### src/common/lcram_pkg.sv
// shared constants and types for the logic cell distributed memory
// assumes one 100 MHz clock and a synchronous active high reset
package lcram_pkg;

	// table geometry
	localparam int LCRAM_ADDR_BITS = 4;
	localparam int LCRAM_DEPTH = 16;
	localparam int LCRAM_TRUTH_BITS = 32;

	// register port geometry
	localparam int LCRAM_REG_ADDR_BITS = 2;
	localparam int LCRAM_REG_DATA_BITS = 32;

	// register offsets (word index on the plain register port)
	localparam logic [1:0] LCRAM_REG_CONFIG = 2'h0;
	localparam logic [1:0] LCRAM_REG_TRUTH = 2'h1;
	localparam logic [1:0] LCRAM_REG_STATUS = 2'h2;

	// config register field positions
	localparam int LCRAM_CFG_ARR_LSB = 0;
	localparam int LCRAM_CFG_ASYNC_BIT = 2;
	localparam int LCRAM_CFG_REGOUT_BIT = 3;

	// status register field positions
	localparam int LCRAM_ST_FIRST_BIT = 0;
	localparam int LCRAM_ST_SECOND_BIT = 1;
	localparam int LCRAM_ST_REFUSED_BIT = 2;
	localparam int LCRAM_ST_FIRST_Q_BIT = 3;
	localparam int LCRAM_ST_SECOND_Q_BIT = 4;

	// reset values
	localparam logic [31:0] LCRAM_TRUTH_RESET = 32'h0000_0000;
	localparam logic [31:0] LCRAM_ZERO_WORD = 32'h0000_0000;

	// memory arrangement of the cell
	typedef enum logic [1:0] {
		LCRAM_ARR_TWO_16X1,
		LCRAM_ARR_ONE_32X1,
		LCRAM_ARR_DUAL_16X1,
		LCRAM_ARR_RAM_LOGIC
	} lcram_arr_t;

	// configuration carried as one unit
	typedef struct packed {
		lcram_arr_t arr;
		logic async_mode;
		logic reg_out;
	} lcram_cfg_t;

	localparam lcram_cfg_t LCRAM_CFG_RESET = '{arr: LCRAM_ARR_TWO_16X1, async_mode: 1'b0,
		reg_out: 1'b0};

	// write request into one table
	typedef struct packed {
		logic we;
		logic [3:0] addr;
		logic data;
	} lcram_wr_t;

endpackage

### src/hdl/lcram_cell.sv
// logic cell whose two lookup tables serve as distributed memory
// assumes fabric logic drives addresses, data and write enable synchronously
// to clock, and software sets the arrangement over the plain register port
//
// Contract
// - as two 16x1 memories the cell has two data inputs and two outputs, shared or own addresses.
// - as one 32x1 memory the cell has exactly one data input and one data output.
// - one table may be a 16x1 memory while the rest forms any function of up to five inputs.
// - in synchronous mode data is stored only on the clock edge, write enable acting as enable.
// - in asynchronous mode the memory writes while the outside write strobe is active; the code refuses it in dual port use, which stays synchronous.
// - one chosen timing mode governs both tables when both are memory.
// - in single port use each table reads and writes through one shared address.
// - in dual port use both tables form one 16x1 memory with one write and two read ports.
// - the dual port memory allows read and write in one cycle, same address or not.
// - reads are combinational and need no clock.
// - in memory mode the three auxiliary inputs become two write data inputs and write enable.
// - in the 32x1 arrangement the second data input is address bit four, the first the data.
// - addressed contents appear on the table outputs, directly or through the cell flip-flops.
//
// Our own choices: the address-and-strobe port and the address map.
`timescale 1ns/100ps
module lcram_cell import lcram_pkg::*; #(
	parameter int ADDR_BITS = LCRAM_ADDR_BITS,
	parameter int TRUTH_BITS = LCRAM_TRUTH_BITS
) (
	// clock and reset
	input wire logic clock,
	input wire logic reset,
	// table address inputs from fabric
	input wire logic [ADDR_BITS-1:0] first_table_address,
	input wire logic [ADDR_BITS-1:0] second_table_address,
	// auxiliary control inputs
	input wire logic aux_input_zero,
	input wire logic aux_input_one,
	input wire logic aux_input_two,
	// table outputs, direct
	output logic first_data,
	output logic second_data,
	// table outputs through the cell flip-flops
	output logic first_data_q,
	output logic second_data_q,
	// register port
	input wire logic [LCRAM_REG_ADDR_BITS-1:0] reg_addr,
	input wire logic [LCRAM_REG_DATA_BITS-1:0] reg_wdata,
	input wire logic reg_write,
	input wire logic reg_read,
	output logic [LCRAM_REG_DATA_BITS-1:0] reg_rdata
);

	// refuse geometries that the routing below cannot serve
	if (ADDR_BITS != LCRAM_ADDR_BITS) begin : g_bad_addr
		$error("lcram_cell: ADDR_BITS must be 4");
	end
	if (TRUTH_BITS != (2 << LCRAM_ADDR_BITS)) begin : g_bad_truth
		$error("lcram_cell: TRUTH_BITS must be 32");
	end

	// registered state of the cell apart from the two table contents
	typedef struct packed {
		lcram_cfg_t cfg;
		logic [TRUTH_BITS-1:0] truth;
		logic [LCRAM_REG_DATA_BITS-1:0] rdata;
		logic first_q;
		logic second_q;
	} lcram_cell_st_t;

	lcram_cell_st_t st_q;
	lcram_cell_st_t st_d;

	// auxiliary inputs renamed for memory use
	logic write_enable;
	logic write_data_low;
	logic write_data_high_or_addr4;

	// effective timing and refused request
	logic async_eff;
	logic async_refused;

	// table write requests and read addresses
	lcram_wr_t first_wr;
	lcram_wr_t second_wr;
	logic [ADDR_BITS-1:0] first_raddr;
	logic [ADDR_BITS-1:0] second_raddr;
	logic first_rd;
	logic second_rd;
	logic first_comb;
	logic second_comb;
	logic [4:0] logic_index;

	// auxiliary lines take their memory meaning
	assign write_data_low = aux_input_two;
	assign write_data_high_or_addr4 = aux_input_one;
	assign write_enable = aux_input_zero;

	// dual port refuses strobe writes; one mode covers both tables
	assign async_refused = st_q.cfg.async_mode && (st_q.cfg.arr == LCRAM_ARR_DUAL_16X1);
	assign async_eff = st_q.cfg.async_mode && !async_refused;

	// route addresses and write data per arrangement
	always_comb begin
		first_wr = '0;
		second_wr = '0;
		first_raddr = first_table_address;
		second_raddr = second_table_address;
		logic_index = {write_data_high_or_addr4, second_table_address};
		case (st_q.cfg.arr)
			LCRAM_ARR_TWO_16X1: begin
				// each table reads and writes at its own single address
				first_wr.we = write_enable;
				first_wr.addr = first_table_address;
				first_wr.data = write_data_low;
				second_wr.we = write_enable;
				second_wr.addr = second_table_address;
				second_wr.data = write_data_high_or_addr4;
			end
			LCRAM_ARR_ONE_32X1: begin
				// fifth address bit picks the table; both see the first address
				first_wr.we = write_enable && !write_data_high_or_addr4;
				first_wr.addr = first_table_address;
				first_wr.data = write_data_low;
				second_wr.we = write_enable && write_data_high_or_addr4;
				second_wr.addr = first_table_address;
				second_wr.data = write_data_low;
				second_raddr = first_table_address;
			end
			LCRAM_ARR_DUAL_16X1: begin
				// same word lands in both tables; second read port is independent
				first_wr.we = write_enable;
				first_wr.addr = first_table_address;
				first_wr.data = write_data_low;
				second_wr.we = write_enable;
				second_wr.addr = first_table_address;
				second_wr.data = write_data_low;
			end
			LCRAM_ARR_RAM_LOGIC: begin
				// first table is memory, second table idle
				first_wr.we = write_enable;
				first_wr.addr = first_table_address;
				first_wr.data = write_data_low;
			end
			default: begin
				first_wr = '0;
			end
		endcase
	end

	// the two lookup tables
	lcram_table #(
		.DEPTH(LCRAM_DEPTH)
	) u_first_table (
		.clock(clock),
		.reset(reset),
		.wr(first_wr),
		.transparent(async_eff),
		.raddr(first_raddr),
		.rdata(first_rd)
	);

	lcram_table #(
		.DEPTH(LCRAM_DEPTH)
	) u_second_table (
		.clock(clock),
		.reset(reset),
		.wr(second_wr),
		.transparent(async_eff),
		.raddr(second_raddr),
		.rdata(second_rd)
	);

	// select what each output shows
	always_comb begin
		case (st_q.cfg.arr)
			LCRAM_ARR_ONE_32X1: begin
				first_comb = write_data_high_or_addr4 ? second_rd : first_rd;
				second_comb = 1'b0;
			end
			LCRAM_ARR_RAM_LOGIC: begin
				first_comb = first_rd;
				second_comb = st_q.truth[logic_index];
			end
			default: begin
				first_comb = first_rd;
				second_comb = second_rd;
			end
		endcase
	end

	// direct exits leave the cell without a clock
	assign first_data = first_comb;
	assign second_data = second_comb;

	// next state: register port, cell flip-flops, read data
	always_comb begin
		st_d = st_q;
		// cell flip-flops capture the table outputs when enabled
		if (st_q.cfg.reg_out) begin
			st_d.first_q = first_comb;
			st_d.second_q = second_comb;
		end
		// software writes
		if (reg_write) begin
			case (reg_addr)
				LCRAM_REG_CONFIG: begin
					st_d.cfg.arr = lcram_arr_t'(reg_wdata[LCRAM_CFG_ARR_LSB +: 2]);
					st_d.cfg.async_mode = reg_wdata[LCRAM_CFG_ASYNC_BIT];
					st_d.cfg.reg_out = reg_wdata[LCRAM_CFG_REGOUT_BIT];
				end
				LCRAM_REG_TRUTH: begin
					st_d.truth = reg_wdata[TRUTH_BITS-1:0];
				end
				default: begin
					st_d.truth = st_q.truth; // status and unmapped ignore writes
				end
			endcase
		end
		// read data stands in the cycle after the strobe only
		st_d.rdata = LCRAM_ZERO_WORD;
		if (reg_read) begin
			case (reg_addr)
				LCRAM_REG_CONFIG: begin
					st_d.rdata[LCRAM_CFG_ARR_LSB +: 2] = st_q.cfg.arr;
					st_d.rdata[LCRAM_CFG_ASYNC_BIT] = st_q.cfg.async_mode;
					st_d.rdata[LCRAM_CFG_REGOUT_BIT] = st_q.cfg.reg_out;
				end
				LCRAM_REG_TRUTH: begin
					st_d.rdata[TRUTH_BITS-1:0] = st_q.truth;
				end
				LCRAM_REG_STATUS: begin
					st_d.rdata[LCRAM_ST_FIRST_BIT] = first_comb;
					st_d.rdata[LCRAM_ST_SECOND_BIT] = second_comb;
					st_d.rdata[LCRAM_ST_REFUSED_BIT] = async_refused;
					st_d.rdata[LCRAM_ST_FIRST_Q_BIT] = st_q.first_q;
					st_d.rdata[LCRAM_ST_SECOND_Q_BIT] = st_q.second_q;
				end
				default: begin
					st_d.rdata = LCRAM_ZERO_WORD; // unmapped reads as zero
				end
			endcase
		end
	end

	// register the whole state
	always_ff @(posedge clock) begin
		if (reset) begin
			st_q.cfg <= LCRAM_CFG_RESET;
			st_q.truth <= LCRAM_TRUTH_RESET;
			st_q.rdata <= LCRAM_ZERO_WORD;
			st_q.first_q <= 1'b0;
			st_q.second_q <= 1'b0;
		end else begin
			st_q <= st_d;
		end
	end

	// registered outputs
	assign first_data_q = st_q.first_q;
	assign second_data_q = st_q.second_q;
	assign reg_rdata = st_q.rdata;

endmodule

### src/hdl/lcram_table.sv
// one 16x1 lookup table used as memory: one write port, one combinational read port
// assumes the parent shapes the write request and picks the timing mode
`timescale 1ns/100ps
module lcram_table import lcram_pkg::*; #(
	parameter int DEPTH = LCRAM_DEPTH
) (
	// clock and reset
	input wire logic clock,
	input wire logic reset,
	// write port
	input wire lcram_wr_t wr,
	input wire logic transparent,
	// read port
	input wire logic [LCRAM_ADDR_BITS-1:0] raddr,
	output logic rdata
);

	// refuse a depth that the four address bits cannot reach
	if (DEPTH != (1 << LCRAM_ADDR_BITS)) begin : g_bad_depth
		$error("lcram_table: DEPTH must match address width");
	end

	typedef struct packed {
		logic [DEPTH-1:0] bits;
	} lcram_tab_st_t;

	lcram_tab_st_t st_q;
	lcram_tab_st_t st_d;

	// store on the clock edge only while write enable is high
	always_comb begin
		st_d = st_q;
		if (wr.we) begin
			st_d.bits[wr.addr] = wr.data;
		end
	end

	always_ff @(posedge clock) begin
		if (reset) begin
			st_q <= '0;
		end else begin
			st_q <= st_d;
		end
	end

	// read needs no clock; a level strobe write shows through at once
	always_comb begin
		if (transparent && wr.we && (wr.addr == raddr)) begin
			rdata = wr.data;
		end else begin
			rdata = st_q.bits[raddr];
		end
	end

endmodule

### config.mk
export PLATFORM = sky130hd
export DESIGN_NAME = lcram_cell
export DESIGN_NICKNAME = d
export VERILOG_FILES = /design/src/common/lcram_pkg.sv /design/src/hdl/lcram_cell.sv /design/src/hdl/lcram_table.sv
export SDC_FILE = /design/constraint.sdc
export NUM_CORES = 1
export LEC_CHECK = 0
export BUFFER_PORTS_ARGS = -buffer_cell sky130_fd_sc_hd__buf_2
export CAP_MARGIN = 40
export CORE_MARGIN = 1.5
export CORE_UTILIZATION = 40
export DETAILED_ROUTE_END_ITERATION = 16
export GPL_ROUTABILITY_DRIVEN = 1
export HOLD_SLACK_MARGIN = 0.1
export SLEW_MARGIN = 20
export SYNTH_ARGS = -nofsm -noshare
export SYNTH_HDL_FRONTEND = slang
export SYNTH_HIERARCHICAL = 1
export SYNTH_SLANG_ARGS = --single-unit
### constraint.sdc
create_clock -name clock -period 4.2 [get_ports clock]
set_input_delay 0.84 -clock clock [delete_from_list [all_inputs] [get_ports clock]]
set_output_delay 0.84 -clock clock [all_outputs]
set_load 0.01 [all_outputs]
* Yosys cells after proc, flatten, opt, wreduce, memory -nomap -nowiden
Cells that the tools add are included.
** Word-level totals
- Bits in registers :: 102
- Latch bits :: 0
- Memory bits (writable) :: 0
- Memory bits (read-only) :: 0
- Bits of input ports :: 49
- Output and inout port bits :: 36
- Logic and storage cells :: 67
- Memories :: 0
** Cells by class
- Add/sub/neg operators :: 0
- Multiply operators :: 0
- Divide/modulo/power cells :: 0
- Order comparisons :: 7
- Eq/ne operators :: 7
- Shift-type cells :: 0
- Multiplexer cells :: 22
- Bitwise logic cells :: 2
- Reductions and logical operators :: 19
** Operators with widths (count)
- 16-bit bitwise mux :: 2
- 4-bit by 5-bit less-than comparator with 1-bit output (second input constant) :: 4
- 6-bit one-hot mux with 3 select lines :: 1
- 4-bit one-hot mux with 3 select lines :: 1
- 6-bit one-hot mux with 2 select lines :: 1
- 1-bit logical AND :: 10
- 1-bit two-way mux :: 9
- 1-bit binary-select mux with 4-bit select :: 2
- 1-bit demux with 4-bit select :: 2
- 4-bit equality test :: 2
- 4-bit by 1-bit greater-or-equal comparator with 1-bit output (second input constant) :: 2
- 2-bit equality test (second input constant) :: 3
- 5-bit by 6-bit less-than comparator with 1-bit output (second input constant) :: 1
- 3-bit OR reduction :: 2
- 1-bit binary-select mux with 5-bit select :: 1
- 2-bit by 1-bit equality test with 1-bit output (second input constant) :: 2
- 2-bit logical NOT :: 2
- 4-bit two-way mux :: 1
- 1-bit one-hot mux with 2 select lines :: 2
- 2-bit AND reduction :: 2
- 1-bit logical NOT :: 2
- 1-bit inverter :: 2
- 2-bit OR reduction :: 1

* Longest topological paths before layout
Gate-level depths: netlist of the first run.
- Depth after elaboration :: 10
- Mapped depth :: 12
- Mapped depth without buffers :: 10

* Cells and area by module
The synthesis of the first run kept the hierarchy.
** By module, submodules not included
- lcram_cell :: instances 1, cells an instance 345, area an instance 3091.7 sq um, seq. area each 1401.3 sq um
- lcram_table :: instances 2, cells an instance 102, area an instance 882.1 sq um, seq. area each 320.3 sq um

* Worst setup path before layout of the first run
OpenSTA, ideal clock, no wires.
- Path kind :: in2out
- From :: in second_table_address[0]
- To :: out second_data
- Arrival :: 3008 ps
- Data required time :: 3360 ps
- Slack :: 352 ps
- Stages :: 9
- Path buffers :: 3
- Cells stage by stage :: buf_6 buf_12 mux2_1 buf_6 mux4_1 mux4_2 mux2_2 nor2b_1 o21bai_1
** On the way
- Longest elaborated chain between the ends :: 5
- Elaborated cells between the ends (all ways) :: 10
- Classes of those cells :: 1 x eq/ne; 8 x mux; 1 x reduce/logical
** Ends and longest elaborated chain
- start, declared :: line lcram_cell.sv:31 : input wire logic [ADDR_BITS-1:0] second_table_address,
- 4-bit two-way mux (*) :: line lcram_cell.sv:106 : case (st_q.cfg.arr)
- via second_raddr[0] :: line lcram_cell.sv:83 : logic [ADDR_BITS-1:0] second_raddr;
- 1-bit binary-select mux with 4-bit select or 4-bit equality test (tied branches) :: line lcram_table.sv:51, lcram_table.sv:48
- 1-bit two-way mux (implied by the code) or 1-bit logical AND (tied branches) :: line lcram_table.sv:51, lcram_table.sv:48
- 1-bit two-way mux (*) :: line lcram_table.sv:48 : if (transparent && wr.we && (wr.addr == raddr)) begin
- via second_rd :: line lcram_cell.sv:85 : logic second_rd;
- 1-bit one-hot mux with 2 select lines (*) :: line lcram_cell.sv:172 : case (st_q.cfg.arr)
- end, declared :: line lcram_cell.sv:38 : output logic second_data,
Mark *: on every way through the listed nets, which the timed path passes. The rest lies on a longest branch. The select of a mux whose other input is x is not followed.

* Worst setup path after layout of the first run
- From :: reg st_q[69] (netlist bit)
- To :: out second_data
** On the way
- Elaborated cells between the ends (all ways) :: 16
- Classes of those cells :: 4 x eq/ne; 6 x mux; 6 x reduce/logical
** RTL lines
- start, declared :: line lcram_cell.sv:67 : lcram_cell_st_t st_q;
- start signal, assigned :: line lcram_cell.sv:251 : st_q <= st_d;
- 2-bit by 1-bit equality test with 1-bit output (*) :: line lcram_cell.sv:106
- 4-bit two-way mux (*) :: line lcram_cell.sv:106
- via second_raddr[0] :: line lcram_cell.sv:83
- 1-bit binary-select mux with 4-bit select or 4-bit equality test (tied branches) :: line lcram_table.sv:51, lcram_table.sv:48
- 1-bit two-way mux (implied by the code) or 1-bit logical AND (tied branches) :: line lcram_table.sv:51, lcram_table.sv:48
- 1-bit two-way mux (*) :: line lcram_table.sv:48
- via second_rd :: line lcram_cell.sv:85
- 1-bit one-hot mux with 2 select lines (*) :: line lcram_cell.sv:172
Marks and branches as above.

==> out/qor.csv, run 1 <==
stage,metric,value,unit
worst_setup_path,Worst EP required,3.36,ns
timing,slew of the pin with the lowest slew margin,0.8165,ns
yosys,top post-synthesis cells by area,"dfxtp_1 (42%), mux2i_1 (7.6%), nand2_1 (7.5%)",
place,Placed Cells,723,
yosys,sequential share of the synthesized area,42.05,%
detailed_routing,number of remaining DRC errors,0,
power_and_ir_drop,"Power, Total",2.059,mW
die,placement row count,40,
timing,Hold WS,0.4658,ns
power_and_ir_drop,Power Density,376.9,nW/um2
timing,Final Max Tran Viols,0,
worst_setup_path,CP endpoint kind,output port,
grt,number of global-route vias before repair,3590,
detailed_routing,routed length per instance,15.11,um
timing,final worst-path cycle share,94.94,%
finish,# nets final,640,
place,RD Place Congestion,0.8581,
power_and_ir_drop,"IR drop worst, VDD",0.0001991,V
yosys,"flops & latches, synth",102,
yosys,Netlist cell types,37,
yosys,top cell type's share of synthesized area,42.05,%
worst_setup_path,Reg2Reg Launch Point,st_q[69]$_SDFFE_PP0P_,
detailed_routing,WL final,11.17,mm
detailed_routing,drt initial violations,249,
timing,Final Setup Violations,0,
worst_setup_path,R2R depth,8,
clock_network,clk slew on worst S/H paths,0.07,ns
clock_network,CTS tree,yes,
clock_network,clk sinks,102,
yosys,most frequent cells after synthesis,"dfxtp_1 (102), nand2_1 (97), a21oi_1 (54)",
clock_network,H-tree depth,3,
worst_setup_path,crit path max fanout,12,
clock_network,TritonCTS Buffers,9,
worst_setup_path,Crit. Startpoint,st_q[69]$_SDFFE_PP0P_,
min_path,hold crit path type,reg2reg,
clock_network,clk buf depth,2,
die,core area,11910,um2
worst_setup_path,startpoint types,register,
finish,diode count,0,
finish,share of cells above drive strength 1,21.11,%
timing,maximum clock frequency,250.8,MHz
yosys,Synth Flop Type,dfxtp_1,
timing,final setup margin,0.2123,ns
yosys,Post-Syn Nets,602,
finish,FILL cells,1155,
place,DPL Wire Length,8.102,mm
clock_network,"Setup Fix Bufs, Post-CTS",0,
grt,"Remaining Overflow, GRT",0,
detailed_routing,final antenna-violating net count,0,
timing,Worst slew margin,45.57,%
die,Top-Level Pins,85,
yosys,Synth async-reset ratio,0,%
yosys,Avg Inst Size Synth,8.845,um2
yosys,Post-synth EDFFs,0,
timing,skew final,0.007533,ns
die,starting density of the core,40.77,%
clock_network,hold bufs inserted after CTS,0,
die,die height,113.2,um
grt,largest net degree at the start of global routing,44,
yosys,top-count cell post-synth,dfxtp_1,
clock_network,root buf cell,clkbuf_16,
timing,"Hold Vio Cnt, Final",0,
worst_setup_path,Setup crit end,second_data,
yosys,top cell type by total area after synthesis,dfxtp_1,
worst_setup_path,worst reg-to-reg setup slack,1.02,ns
grt,antenna violations before repair,0,
finish,Layout Cells excl Fill,739,
yosys,Syn Inst Count,549,
worst_setup_path,crit path kind,reg2out,
worst_setup_path,Worst Path Arrival,3.15,ns
outcome,status,completed,
worst_setup_path,Crit Reg-Reg Endpoint,reg_rdata[0]$_SDFF_PP0_,
detailed_routing,DR vias,3851,
place,DP Worst Slack,0.2881,ns
flow_run,Max Cap Viol,0,
grt,first-pass GRT wire length,18.14,mm
power_and_ir_drop,Leak Pwr,2.339,nW
place,PortBufs,84,
clock_network,"Clk Latency, worst-skew pair",0.35,ns
finish,Layout Area Growth over Synthesis,12.52,%
timing,crit path time final,3.988,ns
timing,TNS Setup,0,ns
detailed_routing,drt pass-1 iters,5,
timing,unrepaired setup endpoints after global routing,no,
die,die area,12810,um2
die,die width,113.2,um
yosys,Netlist Area Pre-Place,4856,um2
yosys,Ys Warns,6,
clock_network,CTS resizes,0,
grt,GRT Total Usage,17.78,%
detailed_routing,Vias/cell,5.211,
## cell usage in the layout, fill, tap and decap left out, drive strengths merged, types with 12 or more instances in the layout
master and n:
dfxtp 102, o21ai 23, and3 27, inv 12, nand3 14, mux2i 37
buf 96, nand2 97, nor2 38, mux4 14, a21oi 54
## critical path, stage by stage (launching register included)
cell      delay, ns
dfxtp_2        0.39
nor2b_2        0.24
mux2_1         0.47
mux4_1         0.47
mux4_2         0.47
mux2_2         0.28
nor2b_1        0.15
o21bai_1       0.18
buf_2          0.15
## sequential cells by signal, indices dropped and copies added (netlist names)
register,count
second_data_q,1
u_second_table/st_q,16
u_first_table/st_q,16
st_q,36
first_data_q,1
reg_rdata,32
## routing by layer
layer	vias to the layer above	GRT usage (%)	wire length, um
met5	-	0	0
met4	0	4.250	136
met3	12	4.553	572
met2	101	29.45	5206
met1	1794	23.33	5252
li1	1944	-	-
## metrics by stage
stage | utilization [%] | area (um2)
after floorplan | - | 4856
after global placement | 42.96 | 5117
after detailed placement | 43.21 | 5147
after CTS | 45.84 | 5460
after global routing | 45.87 | 5464
final | 45.87 | 5464
## report_power, final
group / switching [mW] / total (mW) / leakage, nW / internal, mW
Sequential: 0.0122 / 0.996 / 0.825 / 0.984
Clock: 0.390 / 0.867 / 0.154 / 0.477
Combinational: 0.120 / 0.197 / 1.36 / 0.0769
## layout make-up
class                   instances  area (um2)  share of cell area, %
clock inverters                 7       87.58                  1.603
well taps                     147       183.9                  3.366
clock buffers                   9       225.2                  4.122
inverters                       8       30.03                 0.5496
flip-flops and latches        102        2043                  37.39
multi-input cells             370        2369                  43.35
repair buffers                 96       525.5                  9.618
## worst min-delay path by stage
stage / startpoint / endpoint / slack, ns / cells after the start
after global placement: st_q[48]$_SDFFE_PP0P_ / st_q[48]$_SDFFE_PP0P_ / 0.45 / 2
after CTS: st_q[58]$_SDFFE_PP0P_ / st_q[58]$_SDFFE_PP0P_ / 0.47 / 2
final: st_q[64]$_SDFFE_PP0P_ / st_q[64]$_SDFFE_PP0P_ / 0.47 / 2
after global routing: st_q[59]$_SDFFE_PP0P_ / st_q[59]$_SDFFE_PP0P_ / 0.49 / 2
after floorplan: st_q[40]$_SDFFE_PP0P_ / st_q[40]$_SDFFE_PP0P_ / 0.44 / 2
after detailed placement: st_q[64]$_SDFFE_PP0P_ / st_q[64]$_SDFFE_PP0P_ / 0.46 / 2
## cells by family (layout without fill, tap and decap cells)
logic type	Yosys count	in the layout	share of synthesized area (%)
buf+inv	77	120	9.224
fa+ha+maj	4	4	1.031
xor+xnor	2	2	0.3608
flops	102	102	42.05
simple gates	211	211	19.87
mux	58	58	16.36
compound gates	95	95	11.11
(Power assumes the default switching activity.)
==> run 2, diff against run 1 <==
--- a/config.mk
+++ b/config.mk
@@ -14,2 +14,3 @@
 export HOLD_SLACK_MARGIN = 0.1
+export RECOVER_POWER = 25
 export SLEW_MARGIN = 20
==> constraint.sdc (replaced) <==
create_clock -name clock -period 4.2 [get_ports clock]
set_input_delay 0.21 -clock clock [delete_from_list [all_inputs] [get_ports clock]]
set_output_delay 0.21 -clock clock [all_outputs]
set_load 0.01 [all_outputs]
==> out/qor.csv, run 2 (same netlist as run 1, synthesis figures left out) <==
stage,metric,value,unit,change
grt,number of global-route vias before repair,3894,,+8.5%
min_path,hold_sp,reg_wdata[16],,
worst_setup_path,Crit. Startpoint,st_q[68]$_SDFFE_PP0P_,,
detailed_routing,M1 WL,5.236,mm,-0.30%
clock_network,"Clk Latency, worst-skew pair",0.36,ns,about the same
power_and_ir_drop,Seq pwr share,49.4,%,+1.0 points
worst_setup_path,worst reg-to-reg setup slack,0.65,ns,-0.37 ns
finish,"most common cell after layout, fill and taps aside",dfxtp_1,,
clock_network,hold bufs inserted after CTS,24,,+24
grt,largest net degree at the start of global routing,72,,+64%
detailed_routing,WL final,11.36,mm,+1.7%
finish,Layout Area Growth over Synthesis,15.72,%,
finish,diode count,0,,unchanged
die,die area,12810,um2,unchanged
detailed_routing,top sig layer,met4,,
finish,"final std cell area, no fill",5619,um2,+2.8%
timing,TNS Setup,0,ns,unchanged
worst_setup_path,R2R depth,8,,unchanged
detailed_routing,DR vias,3883,,+0.83%
power_and_ir_drop,NetSw,0.5294,mW,+1.4%
place,DPL Wire Length,7.893,mm,-2.6%
die,die height,113.2,um,unchanged
grt,first-pass GRT wire length,18.24,mm,+0.57%
timing,"Hold Vio Cnt, Final",0,,unchanged
worst_setup_path,Reg2Reg Launch Point,st_q[68]$_SDFFE_PP0P_,,
detailed_routing,final antenna-violating net count,0,,unchanged
min_path,WHS Path Cells,3,,+1
timing,unrepaired setup endpoints after global routing,no,,
outcome,status,completed,,
timing,slew of the pin with the lowest slew margin,1.271,ns,+0.4544 ns
clock_network,root buf cell,clkbuf_16,,
detailed_routing,routed length per instance,14.99,um,-0.81%
worst_setup_path,crit path max fanout,13,,+1
worst_setup_path,Worst Path Arrival,3.61,ns,+0.46 ns
clock_network,clk sinks,102,,unchanged
finish,max reg flops,36,,unchanged
grt,GRT Total Usage,17.98,%,+0.20 points
finish,Layout Utilization,47.17,%,+1.3 points
clock_network,"Setup Fix Bufs, Post-CTS",0,,unchanged
timing,final worst-path cycle share,90.84,%,-4.1 points
die,die width,113.2,um,unchanged
detailed_routing,met3 routed WL,431,um,-25%
worst_setup_path,CP endpoint kind,output port,,
finish,Layout Cells excl Fill,758,,+2.6%
die,placement row count,40,,unchanged
detailed_routing,WL met2,5.522,mm,+6.1%
grt,antenna violations before repair,0,,unchanged
power_and_ir_drop,"IR drop worst, VDD",0.0001457,V,-27%
min_path,hold crit path type,in2reg,,
worst_setup_path,Worst EP required,3.99,ns,+0.63 ns
timing,Worst slew margin,15.27,%,-30 points
clock_network,clk slew on worst S/H paths,0.08,ns,about the same
worst_setup_path,crit path kind,reg2out,,
power_and_ir_drop,Int Pwr,1.486,mW,-3.3%
finish,most frequent cells in the layout,"dfxtp_1 (102), nand2_1 (97), buf_2 (79)",,
power_and_ir_drop,Power Density,358.7,nW/um2,-4.8%
timing,Final Setup Violations,0,,unchanged
place,RD Place Congestion,0.8275,,-3.6%
timing,Hold WS,0.1080,ns,-0.3577 ns
power_and_ir_drop,"Power, Total",2.016,mW,-2.1%
die,core area,11910,um2,unchanged
clock_network,clk buf depth,2,,unchanged
worst_setup_path,startpoint types,register,,
clock_network,TritonCTS Buffers,9,,unchanged
detailed_routing,drt pass-1 iters,4,,-1
die,Top-Level Pins,85,,unchanged
timing,Final Max Tran Viols,0,,unchanged
clock_network,CTS resizes,0,,unchanged
timing,crit path time final,3.815,ns,-0.1724 ns
power_and_ir_drop,Leak Pwr,2.370,nW,+1.3%
clock_network,CTS tree,yes,,
timing,skew final,0.009881,ns,+0.002348 ns
finish,share of cells above drive strength 1,18.17,%,-2.9 points
timing,final setup margin,0.3847,ns,+0.1724 ns
finish,Largest Register,st_q,,
detailed_routing,drt initial violations,221,,-11%
clock_network,H-tree depth,3,,unchanged
die,starting density of the core,40.77,%,unchanged
place,PortBufs,84,,unchanged
power_and_ir_drop,Clk pwr share,40.3,%,-1.8 points
power_and_ir_drop,switch share,26.26,%,+0.91 points
detailed_routing,Vias/cell,5.123,,-1.7%
finish,# nets final,659,,+3.0%
grt,"Remaining Overflow, GRT",0,,unchanged
place,DP Worst Slack,0.6640,ns,+0.3759 ns
power_and_ir_drop,Comb power frac,10.2,%,+0.6 points
detailed_routing,number of remaining DRC errors,0,,unchanged
timing,maximum clock frequency,262.1,MHz,+4.5%
place,area post-placement,5095,um2,-1.0%
place,Placed Cells,717,,-0.83%
flow_run,Max Cap Viol,0,,unchanged
## run 2: power groups by stage
stage	combinational (mW)	sequential, mW	clock, mW
6_report	0.207	0.996	0.813
5_1_grt	0.227	0.999	0.874
4_1_cts	0.208	0.996	0.839
3_5_place_dp	0.189	1.02	0
3_3_place_gp	0.184	1.02	0
2_1_floorplan	0.133	1.01	0
## run 2: path summary, 6_finish.rpt
| path | end |
|---|---|
| worst max-delay path | second_data |
| worst min-delay path | st_q[50]$_SDFFE_PP0P_ |
| worst max register to register | reg_rdata[0]$_SDFF_PP0_ |
| worst min register to register | st_q[60]$_SDFFE_PP0P_ |
## run 2: area by class of cell
cell class | count | area (um2)
Sequential cell | 102 | 2042
Multi-Input combinational cell | 370 | 2366
Timing Repair Buffer | 115 | 706.9
Clock inverter | 7 | 65.06
Fill cell | 1156 | 6292
Clock buffer | 9 | 225.2
Tap cell | 147 | 183.9
Inverter | 8 | 30.03
## run 2: per-layer routing
layer,vias to the layer above,global-route usage (%)
met3,15,3.374
li1,1976,-
met5,-,0
met1,1803,22.04
met4,0,8.333
met2,89,30.63
## run 2: worst max-delay path: stages, from the launching register on
cell and delay, ns:
dfxtp_1 0.66, nor2b_1 0.37, mux2_1 0.47, mux4_1 0.49, mux4_2 0.47, mux2_2 0.28
nor2b_1 0.16, o21bai_1 0.20, buf_2 0.14
==> run 3, diff against run 2 <==
Settings changed: BUFFER_PORTS_ARGS -buffer_cell sky130_fd_sc_hd__buf_2 to -buffer_cell sky130_fd_sc_hd__clkbuf_2.
==> out/qor.csv, run 3 (same netlist as run 1, synthesis figures left out) <==
stage,metric,value,unit,change
finish,max reg flops,36,,unchanged
clock_network,TritonCTS Buffers,9,,unchanged
clock_network,clk sinks,102,,unchanged
power_and_ir_drop,"Power, Total",2.007,mW,-0.44%
worst_setup_path,crit path kind,reg2out,,
clock_network,"Clk Latency, worst-skew pair",0.35,ns,about the same
finish,Layout Utilization,47.73,%,+0.56 points
worst_setup_path,Worst Path Arrival,3.61,ns,about the same
place,DP Worst Slack,0.6540,ns,-0.01006 ns
worst_setup_path,Worst EP required,3.99,ns,about the same
min_path,hold crit path type,in2reg,,
die,starting density of the core,40.77,%,unchanged
detailed_routing,Vias/cell,5.195,,+1.4%
timing,Worst slew margin,28.92,%,+14 points
timing,skew final,0.009416,ns,-0.0004642 ns
timing,Hold WS,0.1190,ns,+0.01096 ns
timing,"Hold Vio Cnt, Final",0,,unchanged
timing,crit path time final,3.825,ns,+0.009311 ns
timing,unrepaired setup endpoints after global routing,no,,
timing,maximum clock frequency,261.5,MHz,-0.24%
die,core area,11910,um2,unchanged
place,DPL Wire Length,7.864,mm,-0.36%
flow_run,Max Cap Viol,0,,unchanged
grt,number of global-route vias before repair,3875,,-0.49%
die,placement row count,40,,unchanged
power_and_ir_drop,switch share,25.35,%,-0.91 points
place,RD Place Congestion,0.8021,,-3.1%
place,PortBufs,84,,unchanged
finish,"final std cell area, no fill",5685,um2,+1.2%
grt,"Remaining Overflow, GRT",0,,unchanged
finish,Layout Cells excl Fill,765,,+0.92%
power_and_ir_drop,"IR drop worst, VDD",0.0001398,V,-4.0%
power_and_ir_drop,Clk pwr share,39.7,%,-0.6 points
clock_network,H-tree depth,3,,unchanged
power_and_ir_drop,Leak Pwr,2.370,nW,about the same
clock_network,clk buf depth,2,,unchanged
timing,Final Setup Violations,0,,unchanged
detailed_routing,WL final,11.51,mm,+1.3%
detailed_routing,drt pass-1 iters,5,,+1
place,area post-placement,5102,um2,+0.15%
detailed_routing,routed length per instance,15.05,um,+0.41%
timing,final setup margin,0.3754,ns,-0.009311 ns
die,die width,113.2,um,unchanged
finish,FILL cells,1148,,-0.69%
timing,Final Max Tran Viols,0,,unchanged
finish,"most common cell after layout, fill and taps aside",dfxtp_1,,
clock_network,clk slew on worst S/H paths,0.07,ns,about the same
power_and_ir_drop,Seq pwr share,49.7,%,+0.3 points
worst_setup_path,startpoint types,register,,
finish,diode count,0,,unchanged
finish,# nets final,666,,+1.1%
detailed_routing,drt initial violations,318,,+44%
die,die height,113.2,um,unchanged
die,Top-Level Pins,85,,unchanged
grt,largest net degree at the start of global routing,54,,-25%
finish,share of cells above drive strength 1,17.64,%,-0.53 points
timing,slew of the pin with the lowest slew margin,1.066,ns,-0.2047 ns
power_and_ir_drop,Power Density,353.0,nW/um2,-1.6%
timing,final worst-path cycle share,91.06,%,+0.22 points
finish,most frequent cells in the layout,"dfxtp_1 (102), nand2_1 (97), clkbuf_2 (77)",,
detailed_routing,DR vias,3974,,+2.3%
outcome,status,completed,,
timing,TNS Setup,0,ns,unchanged
detailed_routing,final antenna-violating net count,0,,unchanged
detailed_routing,number of remaining DRC errors,0,,unchanged
die,die area,12810,um2,unchanged
finish,Layout Area Growth over Synthesis,17.08,%,
power_and_ir_drop,Int Pwr,1.498,mW,+0.79%
worst_setup_path,crit path max fanout,13,,unchanged
grt,first-pass GRT wire length,18.55,mm,+1.7%
grt,GRT Total Usage,18.30,%,+0.33 points
finish,Largest Register,st_q,,
power_and_ir_drop,Comb power frac,10.6,%,+0.4 points
grt,antenna violations before repair,1,,+1
clock_network,root buf cell,clkbuf_16,,
place,Placed Cells,718,,+0.14%
clock_network,CTS tree,yes,,
worst_setup_path,CP endpoint kind,output port,,
power_and_ir_drop,NetSw,0.5087,mW,-3.9%
==> run 3: critical path: stages (launching register included) <==
cell	delay (ns)
dfxtp_1	0.65
nor2b_1	0.39
mux2_1	0.48
mux4_1	0.49
mux4_2	0.47
mux2_2	0.28
nor2b_1	0.16
o21bai_1	0.20
clkbuf_2	0.13
==> run 3: final timing paths <==
| path | start | to | slack (ns) | depth (start not counted) |
|---|---|---|---|---|
| setup / recovery | st_q[68]$_SDFFE_PP0P_ | second_data | 0.38 | 8 |
| hold / removal | reg_wdata[27] | st_q[61]$_SDFFE_PP0P_ | 0.12 | 3 |
| setup reg to reg | st_q[68]$_SDFFE_PP0P_ | reg_rdata[0]$_SDFF_PP0_ | 0.63 | 8 |
| hold reg to reg | st_q[60]$_SDFFE_PP0P_ | st_q[60]$_SDFFE_PP0P_ | 0.47 | 2 |
==> run 3: layer usage <==
layer / part of all wire [%] / vias up / global-route usage (%)
li1: - / 1998 / -
met1: 45 / 1860 / 21.83
met2: 49 / 101 / 31.35
met3: 4.0 / 15 / 4.981
met4: 1.5 / 0 / 7.250
met5: 0 / - / 0
==> run 3: final cells by class <==
type	count	area [um2]	share of cell area [%]
clock buffer	11	242.7	4.269
clock inverter	5	42.54	0.7482
inverter	8	30.03	0.5282
multi-input combinational	370	2366	41.62
sequential	102	2042	35.92
tap	147	183.9	3.235
timing repair buffer	122	778.2	13.69
==> run 3: timing repair <==
action,CTS,global route
hold buffers,31,0
buffers inserted,0,0
resized for setup,0,0
hold endpoints to repair,32,0
==> run 3: power by group through the flow <==
stage	sequential (mW)	clock [mW]	combinational, mW
floorplan	1.01	0	0.133
global placement	1.02	0	0.183
detailed placement	1.02	0	0.189
CTS	0.996	0.821	0.214
global route	0.999	0.863	0.234
finish	0.997	0.797	0.213
